[config.mk]
export PLATFORM = sky130hd
export DESIGN_NAME = ddrtr_core
export DESIGN_NICKNAME = d
export VERILOG_FILES = /design/src/include/ddrtr_pkg.sv /design/src/ddrtr_core.sv
export SDC_FILE = /design/constraint.sdc
export NUM_CORES = 1
export LEC_CHECK = 0
export BUFFER_PORTS_ARGS = -buffer_cell sky130_fd_sc_hd__clkbuf_2
export CORE_UTILIZATION = 35
export CTS_CLUSTER_SIZE = 16
export DETAILED_ROUTE_END_ITERATION = 16
export PLACE_DENSITY_LB_ADDON = 0.1
export SLEW_MARGIN = 20
export SYNTH_ARGS = -nofsm -noshare
export SYNTH_HDL_FRONTEND = slang
export SYNTH_SLANG_ARGS = --single-unit
[constraint.sdc]
create_clock -name mclk -period 6.71 [get_ports mclk]
set_input_delay 1.342 -clock mclk [delete_from_list [all_inputs] [get_ports mclk]]
set_output_delay 1.342 -clock mclk [all_outputs]
set_load 0.1 [all_outputs]
[src/include/ddrtr_pkg.sv]
// Package of constants for the DDR2 device-side command timing block
package ddrtr_pkg;
	// ===========================================================
	// Command encodings (cs_n, ras_n, cas_n, we_n)
	localparam logic [3:0] CMD_NOP = 4'h7;
	localparam logic [3:0] CMD_ACT = 4'h3;
	localparam logic [3:0] CMD_RD = 4'h5;
	localparam logic [3:0] CMD_WR = 4'h4;
	localparam logic [3:0] CMD_PRE = 4'h2;
	localparam logic [3:0] CMD_REF = 4'h1;
	localparam logic [3:0] CMD_MRS = 4'h0;
	// ===========================================================
	// Address bit that selects auto precharge / precharge all
	localparam int AP_BIT = 10;
	// Bank count and row-active time
	localparam int NBANK = 8;
	localparam int CLK_PS = 10000;
	localparam int TRAS_PS = 40000;
	localparam logic [7:0] TRAS_CYC =
		8'((TRAS_PS + CLK_PS - 1) / CLK_PS);
	// ===========================================================
	// Termination turn-off delay in half clocks (2.5 clocks)
	localparam int AOFD_HALF = 5;
	localparam logic [2:0] AOFD_CYC = 3'(AOFD_HALF / 2);
	// Strobe-to-data groups for the x16 organisation
	localparam int DQ_W = 16;
	localparam int GROUP_W = 8;
	localparam int NGROUP = DQ_W / GROUP_W;
endpackage

[src/ddrtr_core.sv]
// Device-side DDR2 command timing: row-active lockout, ODT off delay, groups
`timescale 1ns/1ns
// Summary of operation
// - Read or write with auto precharge is accepted before row-active time.
// - Internal precharge is postponed until minimum row-active time passes.
// - Refresh average interval given; bursts allowed, no maximum refresh.
// - Termination starts turning off 2.5 clocks after deassertion; here odt_active falls three clocks after c_odt falls.
// - x16 strobe grouping: lower strobe DQ0-7, upper strobe DQ8-15.
module ddrtr_core
(
	// Clock and reset
	input wire logic mclk,
	input wire logic reset,
	// Command pins, sampled by mclk through two flip-flops
	input wire logic cke,
	input wire logic [3:0] cmd,
	input wire logic [2:0] bank,
	input wire logic ap,
	input wire logic odt,
	// Write data strobes and data, also through two flip-flops
	input wire logic [1:0] dqs,
	input wire logic [15:0] dq,
	// Device state
	output logic [7:0] bank_open,
	output logic [7:0] pre_pending,
	output logic pre_done,
	output logic odt_active,
	output logic [15:0] group_data
);
	// ===========================================================
	// State
	typedef struct packed {
		logic [13:0] s1;
		logic [13:0] s2;
		logic [17:0] w1;
		logic [17:0] w2;
		logic [7:0] open;
		logic [7:0] pend;
		logic [7:0][7:0] age;
		logic done;
		logic term;
		logic [2:0] off_cnt;
		logic [1:0] dqs_q;
		logic [15:0] grp;
	} ddrtr_st_s;

	ddrtr_st_s st;
	ddrtr_st_s next_st;
	logic [3:0] c_cmd;
	logic [2:0] c_bank;
	logic c_ap;
	logic c_odt;
	logic c_cke;
	logic [1:0] c_dqs;
	logic [15:0] c_dq;

	// Unpack the synchronised pins
	assign c_cke = st.s2[13];
	assign c_cmd = st.s2[12:9];
	assign c_bank = st.s2[8:6];
	assign c_ap = st.s2[5];
	assign c_odt = st.s2[4];
	assign c_dqs = st.w2[ddrtr_pkg::DQ_W +: ddrtr_pkg::NGROUP];
	assign c_dq = st.w2[ddrtr_pkg::DQ_W - 1:0];

	// Bank address decode, used for activate, precharge and auto precharge
	function automatic logic [7:0] bank_dec(input logic [2:0] b);
		bank_dec = 8'h01 << b;
	endfunction

	// ===========================================================
	// Next-state logic
	always_comb
	begin
		logic cmd_ok;
		cmd_ok = 1'b0;
		next_st = st;
		next_st.s1 = {cke, cmd, bank, ap, odt, 4'h0};
		next_st.s2 = st.s1;
		// Strobes and data share one pair of flip-flops, so they stay aligned
		next_st.w1 = {dqs, dq};
		next_st.w2 = st.w1;
		next_st.done = 1'b0;
		cmd_ok = c_cke;
		// Row-active age counters per bank
		for (int i = 0; i < ddrtr_pkg::NBANK; i++)
		begin
			if (st.open[i] && st.age[i] != 8'hff)
				next_st.age[i] = st.age[i] + 8'h01;
		end
		// Due precharges wait for row-active time
		// A precharge due too early stays pending and the bank stays open
		for (int i = 0; i < ddrtr_pkg::NBANK; i++)
		begin
			if (st.pend[i] && st.age[i] >= ddrtr_pkg::TRAS_CYC)
			begin
				next_st.pend[i] = 1'b0;
				next_st.open[i] = 1'b0;
				next_st.done = 1'b1;
			end
		end
		if (cmd_ok)
		begin
			case (c_cmd)
				ddrtr_pkg::CMD_ACT:
				begin
					next_st.open = next_st.open | bank_dec(c_bank);
					next_st.age[c_bank] = 8'h01;
				end
				ddrtr_pkg::CMD_RD, ddrtr_pkg::CMD_WR:
					if (c_ap)
						next_st.pend = next_st.pend | bank_dec(c_bank);
				ddrtr_pkg::CMD_PRE:
					if (c_ap)
						next_st.pend = next_st.pend | st.open;
					else
						next_st.pend = next_st.pend |
							(bank_dec(c_bank) & st.open);
				// Refresh and mode commands are taken with no burst limit
				default:
					next_st.pend = next_st.pend;
			endcase
		end
		// Termination: on at once, off three clocks after deassertion
		// A new request restarts the off counter from zero
		if (c_odt)
		begin
			next_st.term = 1'b1;
			next_st.off_cnt = 3'h0;
		end
		else if (st.term)
		begin
			if (st.off_cnt == ddrtr_pkg::AOFD_CYC)
				next_st.term = 1'b0;
			else
				next_st.off_cnt = st.off_cnt + 3'h1;
		end
		// Strobe groups capture their byte lanes from the synchronised pins
		// Either edge of a strobe captures its own lane only
		next_st.dqs_q = c_dqs;
		for (int g = 0; g < ddrtr_pkg::NGROUP; g++)
		begin
			if (c_dqs[g] != st.dqs_q[g])
				next_st.grp[g*ddrtr_pkg::GROUP_W +: ddrtr_pkg::GROUP_W] =
					c_dq[g*ddrtr_pkg::GROUP_W +: ddrtr_pkg::GROUP_W];
		end
	end

	// Register the state
	always_ff @(posedge mclk or posedge reset)
	begin
		if (reset)
			st <= '0;
		else
			st <= next_st;
	end

	// Outputs straight from flip-flops
	assign bank_open = st.open;
	assign pre_pending = st.pend;
	assign pre_done = st.done;
	assign odt_active = st.term;
	assign group_data = st.grp;
endmodule // ddrtr_core

==> flow_summary.toml, run 1 <==
[setup_path]
worst-path-buf-inv = 1
cpPeakStageDelay_ns = 0.52
critPathSlowestCell = "sky130_fd_sc_hd__clkbuf_2"
crit_arrival_ns = 1.45
end_kind = "output pin"
crit_path_start_kind = "register"
worstSetupPathType = "reg -> out"
cp_max_fo = 10
critPathTopFamily = "buffers and inverters"
worst-endpoint-required_ns = 5.37
worstPathCellList = "clkbuf_2"

[detailed_routing]
avgViaCountPerCell = 4.92
drt_pre_antenna_iters = 4
antenna_violating_nets_post_route = 0
routed_wirelength_um = 13200
number_of_violations_reported_at_the_end_of_detailed_routing_iteration_0 = 221
wl_per_cell_um = 14.0
num_vias = 4635
remaining_routing_drc_violations = 0

[sta]
grt_setup_unrepaired = "no"
timing.final.hold_violations = 0
layout_worst_path_cycle_share = 0.416
max-slew-margin-rel = 0.390
worst_pin_slew_ns = 0.915
tns_ns = 0
report.final.setup_viol = 0
max_clock_freq_mhz = 358
finalClockSkew_ns = 0.0109
drv_slew = 0
clock_period_minus_final_worst_setup_slack_ns = 2.79

[place]
detailed_place_hpwl_um = 8980
place_congestion = 0.791
dp.cells = 910
detailed_place.area_um2 = 7310
io_buffers = 63

[power_and_ir_drop]
switching_power_mw = 1.06
leakage_nw = 3.70
pwr-share-clk = 0.336
power_per_cell_area_nw_per_um2 = 371
comb_power_share = 0.230
ir_drop_mv = 0.191
intPower_mw = 1.88
sw_frac_of_total = 0.361
seq_power_share = 0.434

[logic_synthesis]
post_synth_inst_count = 622
synth_edf_count = 0
synth_area_leaders = "sky130_fd_sc_hd__dfrtp_1 (57%), sky130_fd_sc_hd__nor2_1 (3.6%), sky130_fd_sc_hd__buf_4 (3.5%)"
post-synth-top-area-fraction = 0.574
yosys.cell_types.count = 47
yosys_most_used_dff = "sky130_fd_sc_hd__dfrtp_1"
ys.warnings.count = 0
synth-seq-cells = 159
synth_area_leader_cell = "sky130_fd_sc_hd__dfrtp_1"
syn_nets = 670
synth_area_per_inst_um2 = 11.1
ys_seq_area_frac = 0.574
syn_area_um2 = 6930
asyncSetResetFlopFracSynth = 1.00

[clocking]
cts.root.buffer_cell = "sky130_fd_sc_hd__clkbuf_16"
cts_sinks = 159
total_cts_buffers = 17
worst_setup_hold_path_clk_slew_ns = 0.07
max-clock-path-buffers = 2
clock_insertion_delay_worst_skew_ns = 0.42
postCtsSetupBuffers = 0
post_cts_resized = 0
tritoncts_clock_tree = "built"
quantity_of_hold_fixing_buffers_added_after_cts = 0
cts-htree-levels = 4

[finish]
final_cell_mix = "sky130_fd_sc_hd__dfrtp_1 (159), sky130_fd_sc_hd__nor2_1 (67), sky130_fd_sc_hd__clkbuf_2 (63)"
final_cells = 942
finalInstanceArea_um2 = 7920
most_common_library_cell_in_the_layout_ignoring_fill_and_taps = "sky130_fd_sc_hd__dfrtp_1"
drive_above_1_share = 0.177
final_net_count = 712
area_growth_syn_to_layout_pct = 14.3
n_antenna_cell = 0

[grt]
gr-total-overflow = 0
grt_first_pass_wirelength_um = 22400
grt.total_usage = 0.142
first_global_vias = 4571
antenna_found_initial = 0
maximum_number_of_pins_on_one_net_before_global_route_repair = 88

[floorplan]
standard_cell_rows = 51
boundaryPins = 64
coreArea_um2 = 19500
fp.dieH_um = 143
design.die.area_um2 = 20400
die_width_um = 143
initial_core_util = 0.356

[job]
maxCapViolCount = 0

[status]
outcome = "completed"

[worst_hold_path]
hp-class = "reg -> reg"
per-stage QoR:
| step | power [mW] | utilization | hold slack [ns] | worst slack (ns) |
|---|---|---|---|---|
| after floorplan | 1.86 | - | 0.331 | 1.08 |
| after global placement | 1.95 | 0.376 | 0.332 | 3.69 |
| after detailed placement | 1.98 | 0.376 | 0.335 | 3.66 |
| after CTS | 2.98 | 0.407 | 0.349 | 3.89 |
| after global routing | 3.12 | 0.407 | 0.356 | 3.85 |
| final | 2.94 | 0.407 | 0.344 | 3.92 |
state kept, by name, summed over array words and instances (netlist names), 2 cells and up:
name	flops
st	69
c_bank	3
c_cmd	4
pre_pending	8
bank_open	8
c_dq	16
next_st	28
c_dqs	2
group_data	16
metal layers:
metal	share of wire	track usage	vias to the layer above
met3	0.041	0.0419	6
met5	0	0	-
li1	-	-	2258
met2	0.47	0.227	83
met4	0.0083	0.0464	0
met1	0.48	0.185	2288
final timing paths:
check / cells after the start / startpoint / to / slack, ns
max in group asynchronous: 3 / reset / next_st[149] / 4.21
min in group asynchronous: 2 / reset / group_data[4] / 1.07
min reg2reg: 0 / next_st[112] / c_dq[9] / 0.34
max: 1 / bank_open[1] / bank_open[1] / 3.92
min: 0 / next_st[112] / c_dq[9] / 0.34
max reg2reg: 4 / st[38] / pre_done / 4.70
worst register-to-register path, stage by stage (launching register included):
cell and delay (ns):
sky130_fd_sc_hd__dfrtp_1 0.43, sky130_fd_sc_hd__or4_1 0.55, sky130_fd_sc_hd__o31ai_1 0.47, sky130_fd_sc_hd__and4_1 0.29, sky130_fd_sc_hd__nand4b_1 0.13
cell families (layout without fill, tap and decap cells):
group / after synthesis / count (layout) / synth area share
and+or+nand+nor: 238 / 238 / 0.181
adders and majority gates: 18 / 18 / 0.0325
DFF: 159 / 159 / 0.574
xor gates and xnor gates: 24 / 24 / 0.0303
AOI/OAI and AO/OA: 86 / 86 / 0.0818
muxes: 30 / 30 / 0.0462
buffers and inverters: 67 / 122 / 0.0538
cell type report:
cell class | instances | area (um2)
clock buffers | 18 | 439
clock inverters | 14 | 166
fillers | 1880 | 11500
inverters | 26 | 103
multi-input cells | 396 | 2580
flip-flops and latches | 159 | 3980
well taps | 265 | 332
repair buffers | 64 | 323
synthesized netlist by cell type, types with 6 or more instances:
cell                       count
sky130_fd_sc_hd__dfrtp_1     159
sky130_fd_sc_hd__nor2_1       67
sky130_fd_sc_hd__nand2_1      34
sky130_fd_sc_hd__buf_4        32
sky130_fd_sc_hd__nand3_1      32
sky130_fd_sc_hd__inv_1        26
sky130_fd_sc_hd__o21ai_0      24
sky130_fd_sc_hd__nor3_1       22
sky130_fd_sc_hd__ha_1         18
sky130_fd_sc_hd__nand4_1      17
sky130_fd_sc_hd__mux2_2       16
sky130_fd_sc_hd__o211ai_1     16
sky130_fd_sc_hd__a21oi_1      14
sky130_fd_sc_hd__mux2i_1      14
sky130_fd_sc_hd__xor2_1       13
sky130_fd_sc_hd__and4_1       12
sky130_fd_sc_hd__xnor2_1      11
sky130_fd_sc_hd__and3_1       10
sky130_fd_sc_hd__clkbuf_1      8
sky130_fd_sc_hd__a21o_1        7
sky130_fd_sc_hd__nand2b_1      6
sky130_fd_sc_hd__or4_1         6
power groups by stage:
| stage | registers [mW] | clock network (mW) | logic [mW] |
|---|---|---|---|
| 2_1_floorplan | 1.26 | 0 | 0.601 |
| 3_3_place_gp | 1.29 | 0 | 0.664 |
| 4_1_cts | 1.28 | 1.02 | 0.685 |
| 3_5_place_dp | 1.29 | 0 | 0.682 |
| 6_report | 1.28 | 0.986 | 0.677 |
| 5_1_grt | 1.31 | 1.06 | 0.748 |
(Power assumes the default switching activity.)
==> inputs of run 2 (changes only) <==
--- a/config.mk
+++ b/config.mk
@@ -5,6 +5,7 @@
 export SDC_FILE = /design/constraint.sdc
 export NUM_CORES = 1
 export LEC_CHECK = 0
+export ABC_AREA = 1
 export BUFFER_PORTS_ARGS = -buffer_cell sky130_fd_sc_hd__clkbuf_2
 export CORE_UTILIZATION = 35
 export CTS_CLUSTER_SIZE = 16
==> constraint.sdc (replaced) <==
create_clock -name mclk -period 2.2 [get_ports mclk]
set_input_delay 0.44 -clock mclk [delete_from_list [all_inputs] [get_ports mclk]]
set_output_delay 0.44 -clock mclk [all_outputs]
set_load 0.1 [all_outputs]
==> flow_summary.toml, run 2 <==
[status]
outcome = "completed"

[setup_path]
critPathSlowestCell = "sky130_fd_sc_hd__dfrtp_1"
crit_path_start_kind = "register"
worst-endpoint-required_ns = 1.76
cp_max_fo = 8
crit_arrival_ns = 1.45
cpPeakStageDelay_ns = 0.52
worstSetupPathType = "reg -> out"
worstPathCellList = "clkbuf_2"
end_kind = "output pin"
critPathTopFamily = "flip-flops"
worst-path-buf-inv = 1

[logic_synthesis]
asyncSetResetFlopFracSynth = 1.00
synth-seq-cells = 159
synth_area_leaders = "sky130_fd_sc_hd__dfrtp_1 (54%), sky130_fd_sc_hd__nand2_1 (12%), sky130_fd_sc_hd__nor2_1 (6.1%)"
ys.warnings.count = 0
syn_nets = 913
synth_area_per_inst_um2 = 8.51
ys_seq_area_frac = 0.540
synth_area_leader_cell = "sky130_fd_sc_hd__dfrtp_1"
post_synth_inst_count = 865
post-synth-top-count-cell = "sky130_fd_sc_hd__nand2_1"
yosys_most_used_dff = "sky130_fd_sc_hd__dfrtp_1"
synthTopCellsByCount = "sky130_fd_sc_hd__nand2_1 (239), sky130_fd_sc_hd__dfrtp_1 (159), sky130_fd_sc_hd__nor2_1 (120)"
post-synth-top-area-fraction = 0.540
synth_edf_count = 0
syn_area_um2 = 7360
yosys.cell_types.count = 25

[clocking]
postCtsSetupBuffers = 0
worst_setup_hold_path_clk_slew_ns = 0.06
post_cts_resized = 0
cts.root.buffer_cell = "sky130_fd_sc_hd__clkbuf_16"
quantity_of_hold_fixing_buffers_added_after_cts = 0
max-clock-path-buffers = 2
clock_insertion_delay_worst_skew_ns = 0.42
cts_sinks = 159
total_cts_buffers = 17
cts-htree-levels = 4
tritoncts_clock_tree = "built"

[floorplan]
coreArea_um2 = 20400
initial_core_util = 0.360
fp.dieH_um = 147
standard_cell_rows = 52
design.die.area_um2 = 21600
die_width_um = 147
boundaryPins = 64

[job]
maxCapViolCount = 0

[finish]
final_cell_mix = "sky130_fd_sc_hd__nand2_1 (239), sky130_fd_sc_hd__dfrtp_1 (159), sky130_fd_sc_hd__nor2_1 (120)"
finalInstanceArea_um2 = 8460
largest-register = "st"
area_growth_syn_to_layout_pct = 14.8
drive_above_1_share = 0.135
most_common_library_cell_in_the_layout_ignoring_fill_and_taps = "sky130_fd_sc_hd__nand2_1"
final_net_count = 971
n_antenna_cell = 0
num-fill-cells = 2082
largest_register_ffs = 69

[detailed_routing]
number_of_violations_reported_at_the_end_of_detailed_routing_iteration_0 = 271
wl_per_cell_um = 11.7
drt_pre_antenna_iters = 5
routed_wirelength_um = 14100
remaining_routing_drc_violations = 0
num_vias = 5367
antenna_violating_nets_post_route = 0
avgViaCountPerCell = 4.45

[grt]
met3_usage = 0.0273
grt_first_pass_wirelength_um = 24800
grt.met2_usage = 0.220
gr-total-overflow = 0
antenna_found_initial = 0
gr-max-usage-layer = "met2"
grt.total_usage = 0.143
maximum_number_of_pins_on_one_net_before_global_route_repair = 38
met1_usage = 0.196
first_global_vias = 5214

[sta]
tns_ns = 0
timing.final.hold_violations = 0
clock_period_minus_final_worst_setup_slack_ns = 1.89
finalClockSkew_ns = 0.00712
drv_slew = 0
grt_setup_unrepaired = "no"
report.final.setup_viol = 0
max_clock_freq_mhz = 529
max-slew-margin-rel = 0.522
worst_pin_slew_ns = 0.710
layout_worst_path_cycle_share = 0.860

[power_and_ir_drop]
power_per_cell_area_nw_per_um2 = 1080
sum_of_internal_switching_and_leakage_power_mw = 9.11
leakage_nw = 4.51
ir_drop_mv = 0.549

[place]
io_buffers = 63
detailed_place_hpwl_um = 10100
detailed_place.area_um2 = 7900
place_congestion = 0.773

[worst_hold_path]
hp-class = "in -> async"
[run 2: cell types whose count changed after synthesis, moves of 7 or more]
cell | before | now
sky130_fd_sc_hd__and3_1 | 10 | 1
sky130_fd_sc_hd__xnor2_1 | 11 | 3
sky130_fd_sc_hd__o211ai_1 | 16 | 1
sky130_fd_sc_hd__nor3_1 | 22 | 13
sky130_fd_sc_hd__inv_1 | 26 | 103
sky130_fd_sc_hd__and4_1 | 12 | 0
sky130_fd_sc_hd__a21oi_1 | 14 | 24
sky130_fd_sc_hd__nor2_1 | 67 | 120
sky130_fd_sc_hd__nand3_1 | 32 | 58
sky130_fd_sc_hd__a21o_1 | 7 | 0
sky130_fd_sc_hd__nand2_1 | 34 | 239
sky130_fd_sc_hd__mux2i_1 | 14 | 0
sky130_fd_sc_hd__o21ai_0 | 24 | 35
sky130_fd_sc_hd__clkbuf_1 | 8 | 0
[run 2: metrics by stage]
stage                     cells  setup WS, ns   util  hold WS, ns
final                      1206         0.309  0.414       0.0224
after global routing       1206         0.251  0.414       0.0369
after CTS                  1206         0.264  0.414       0.0186
after detailed placement   1174         0.457  0.386        0.335
after global placement     1174         0.486  0.386        0.331
after floorplan             865        -0.255      -        0.331
[run 2: area by class of cell]
class / instances / area [um2] / area share
sequential: 159 / 3980 / 0.471
multi-input combinational: 569 / 2750 / 0.325
timing repair buffer: 73 / 440 / 0.0521
clock buffer: 18 / 429 / 0.0508
inverter: 103 / 390 / 0.0462
tap: 270 / 338 / 0.0400
clock inverter: 14 / 131 / 0.0155
[run 2: kinds of logic (layout without fill, tap and decap cells)]
kind of cell | after synthesis | count (layout) | synth area share
compound gates | 70 | 70 | 0.0506
xor+xnor | 12 | 12 | 0.0143
fa+ha+maj | 18 | 18 | 0.0306
buf+inv | 137 | 208 | 0.0865
flops | 159 | 159 | 0.540
mux | 16 | 16 | 0.0245
simple gates | 453 | 453 | 0.253
[run 2: final timing paths]
| check | slack, ns | to | start | depth (start not counted) |
|---|---|---|---|---|
| setup / recovery | 0.31 | bank_open[6] | bank_open[6] | 1 |
| hold / removal | 0.02 | group_data[2] | reset | 2 |
| setup reg to reg | 0.46 | st[57] | st[55] | 7 |
| hold reg to reg | 0.34 | c_dq[3] | next_st[106] | 0 |
| max in group asynchronous | 1.64 | st[48] | reset | 3 |
| min in group mclk | 0.12 | next_st[146] | bank[1] | 1 |
[run 2: layer usage]
metal  vias up  share of wire
li1       2811              -
met1      2458           0.51
met2        80           0.44
met3        18          0.031
met4         0          0.018
met5         -              0
[run 2: where the power goes]
| group | internal [mW] | total, mW | switching (mW) |
|---|---|---|---|
| clock | 1.58 | 2.83 | 1.25 |
| combinational | 0.703 | 2.25 | 1.54 |
| sequential | 3.45 | 4.03 | 0.579 |
| total | 5.73 | 9.11 | 3.37 |
==> inputs of run 3 (changes only) <==
--- a/config.mk
+++ b/config.mk
@@ -7,7 +7,9 @@
 export LEC_CHECK = 0
 export ABC_AREA = 1
 export BUFFER_PORTS_ARGS = -buffer_cell sky130_fd_sc_hd__clkbuf_2
-export CORE_UTILIZATION = 35
+export CELL_PAD_IN_SITES_DETAIL_PLACEMENT = 1
+export CELL_PAD_IN_SITES_GLOBAL_PLACEMENT = 2
+export CORE_UTILIZATION = 33
 export CTS_CLUSTER_SIZE = 16
 export DETAILED_ROUTE_END_ITERATION = 16
 export PLACE_DENSITY_LB_ADDON = 0.1
==> flow_summary.toml, run 3 (synthesis gave the netlist of run 2 again) <==
[setup_path]
crit_path_start_kind = "register"
critPathSlowestCell = "sky130_fd_sc_hd__clkbuf_2"
cp_max_fo = 8
cpPeakStageDelay_ns = 0.52
critPathTopFamily = "buffers and inverters"
worst-endpoint-required_ns = 1.76
worstSetupPathType = "reg -> out"
worstPathCellList = "clkbuf_2"
crit_arrival_ns = 1.45
worst-path-buf-inv = 1
end_kind = "output pin"

[detailed_routing]
antenna_violating_nets_post_route = 0
number_of_violations_reported_at_the_end_of_detailed_routing_iteration_0 = 207
drt_pre_antenna_iters = 4
remaining_routing_drc_violations = 0
num_vias = 5694
routed_wirelength_um = 16700
wl_per_cell_um = 13.7
avgViaCountPerCell = 4.67

[finish]
largest-register = "st"
final_net_count = 973
final_cell_mix = "sky130_fd_sc_hd__nand2_1 (239), sky130_fd_sc_hd__dfrtp_1 (159), sky130_fd_sc_hd__nor2_1 (120)"
postLayoutCoreUtil = 0.392
drive_above_1_share = 0.138
num-fill-cells = 2576
largest_register_ffs = 69
most_common_library_cell_in_the_layout_ignoring_fill_and_taps = "sky130_fd_sc_hd__nand2_1"
regArea_um2 = 3980
n_antenna_cell = 0
area_growth_syn_to_layout_pct = 16.2
multiInputGateArea_um2 = 2750

[grt]
first_global_vias = 5988
grt.total_usage = 0.160
gr-total-overflow = 0
grt_first_pass_wirelength_um = 28700
maximum_number_of_pins_on_one_net_before_global_route_repair = 47
antenna_found_initial = 0

[sta]
clock_period_minus_final_worst_setup_slack_ns = 1.89
drv_slew = 0
report.final.setup_viol = 0
layout_worst_path_cycle_share = 0.860
grt_setup_unrepaired = "no"
timing.final.hold_violations = 0
finalClockSkew_ns = 0.0107
worst_pin_slew_ns = 0.719
max_clock_freq_mhz = 529
layout_setup_ws_ns = 0.308
tns_ns = 0
max-slew-margin-rel = 0.518

[power_and_ir_drop]
power_per_cell_area_nw_per_um2 = 1120
ir_drop_mv = 0.534
sum_of_internal_switching_and_leakage_power_mw = 9.60
leakage_nw = 4.57

[clocking]
cts-htree-levels = 4
worst_setup_hold_path_clk_slew_ns = 0.07
total_cts_buffers = 17
tritoncts_clock_tree = "built"
clock_insertion_delay_worst_skew_ns = 0.43
post_cts_resized = 0
cts_sinks = 159
cts.root.buffer_cell = "sky130_fd_sc_hd__clkbuf_16"
max-clock-path-buffers = 2
postCtsSetupBuffers = 0
quantity_of_hold_fixing_buffers_added_after_cts = 0

[place]
io_buffers = 63
detailed_place_hpwl_um = 12400
place_congestion = 0.822
pre_cts_slack_ns = 0.421

[floorplan]
die_width_um = 151
boundaryPins = 64
fp.dieH_um = 151
initial_core_util = 0.337
design.die.area_um2 = 22900
coreArea_um2 = 21800
standard_cell_rows = 54

[status]
outcome = "completed"

[job]
maxCapViolCount = 0

[worst_hold_path]
hp-class = "in -> async"
run 3: changes by cell type in the layout (fill, tap and decap cells not counted), moves of 2 or more:
| cell | before | now |
|---|---|---|
| sky130_fd_sc_hd__clkinvlp_4 | 5 | 1 |
| sky130_fd_sc_hd__inv_8 | 0 | 4 |
| sky130_fd_sc_hd__buf_4 | 6 | 9 |
| sky130_fd_sc_hd__inv_6 | 6 | 3 |
| sky130_fd_sc_hd__bufinv_16 | 1 | 3 |
| sky130_fd_sc_hd__clkbuf_8 | 0 | 2 |
| sky130_fd_sc_hd__clkinv_2 | 2 | 0 |
run 3: layout make-up:
class | count | area share
sequential | 159 | 0.465
multi-input combinational | 569 | 0.321
clock buffer | 19 | 0.0529
timing repair buffer | 75 | 0.0518
inverter | 103 | 0.0456
tap | 280 | 0.0409
clock inverter | 13 | 0.0228
run 3: worst paths after layout:
kind                              start      endpoint  slack (ns)  depth (start not counted)
max                        bank_open[5]  bank_open[5]        0.31                          1
min                               reset       c_dq[1]        0.06                          2
max reg2reg                      st[55]        st[57]        0.43                          7
min reg2reg                next_st[112]       c_dq[9]        0.34                          0
max in group asynchronous         reset     c_bank[1]        1.50                          3
min in group mclk                    ap  next_st[144]        0.12                          1
run 3: report_power, final:
| part | internal, mW | switching (mW) | leakage (nW) |
|---|---|---|---|
| Combinational | 0.711 | 1.62 | 2.31 |
| Sequential | 3.45 | 0.604 | 1.95 |
| Clock | 1.90 | 1.32 | 0.319 |
run 3: layer usage:
metal  wire length (um)  global-route usage
met1               7890               0.201
met2               8150               0.274
met3                422              0.0307
met4                217              0.0570
met5                  0                   0
run 3: stage by stage:
stage | hold slack [ns] | area [um2] | std cells
2_1_floorplan | 0.331 | 7370 | 865
3_3_place_gp | 0.333 | 7910 | 1186
3_5_place_dp | 0.336 | 7910 | 1186
4_1_cts | 0.0657 | 8560 | 1218
5_1_grt | 0.0876 | 8560 | 1218
6_report | 0.0599 | 8560 | 1218
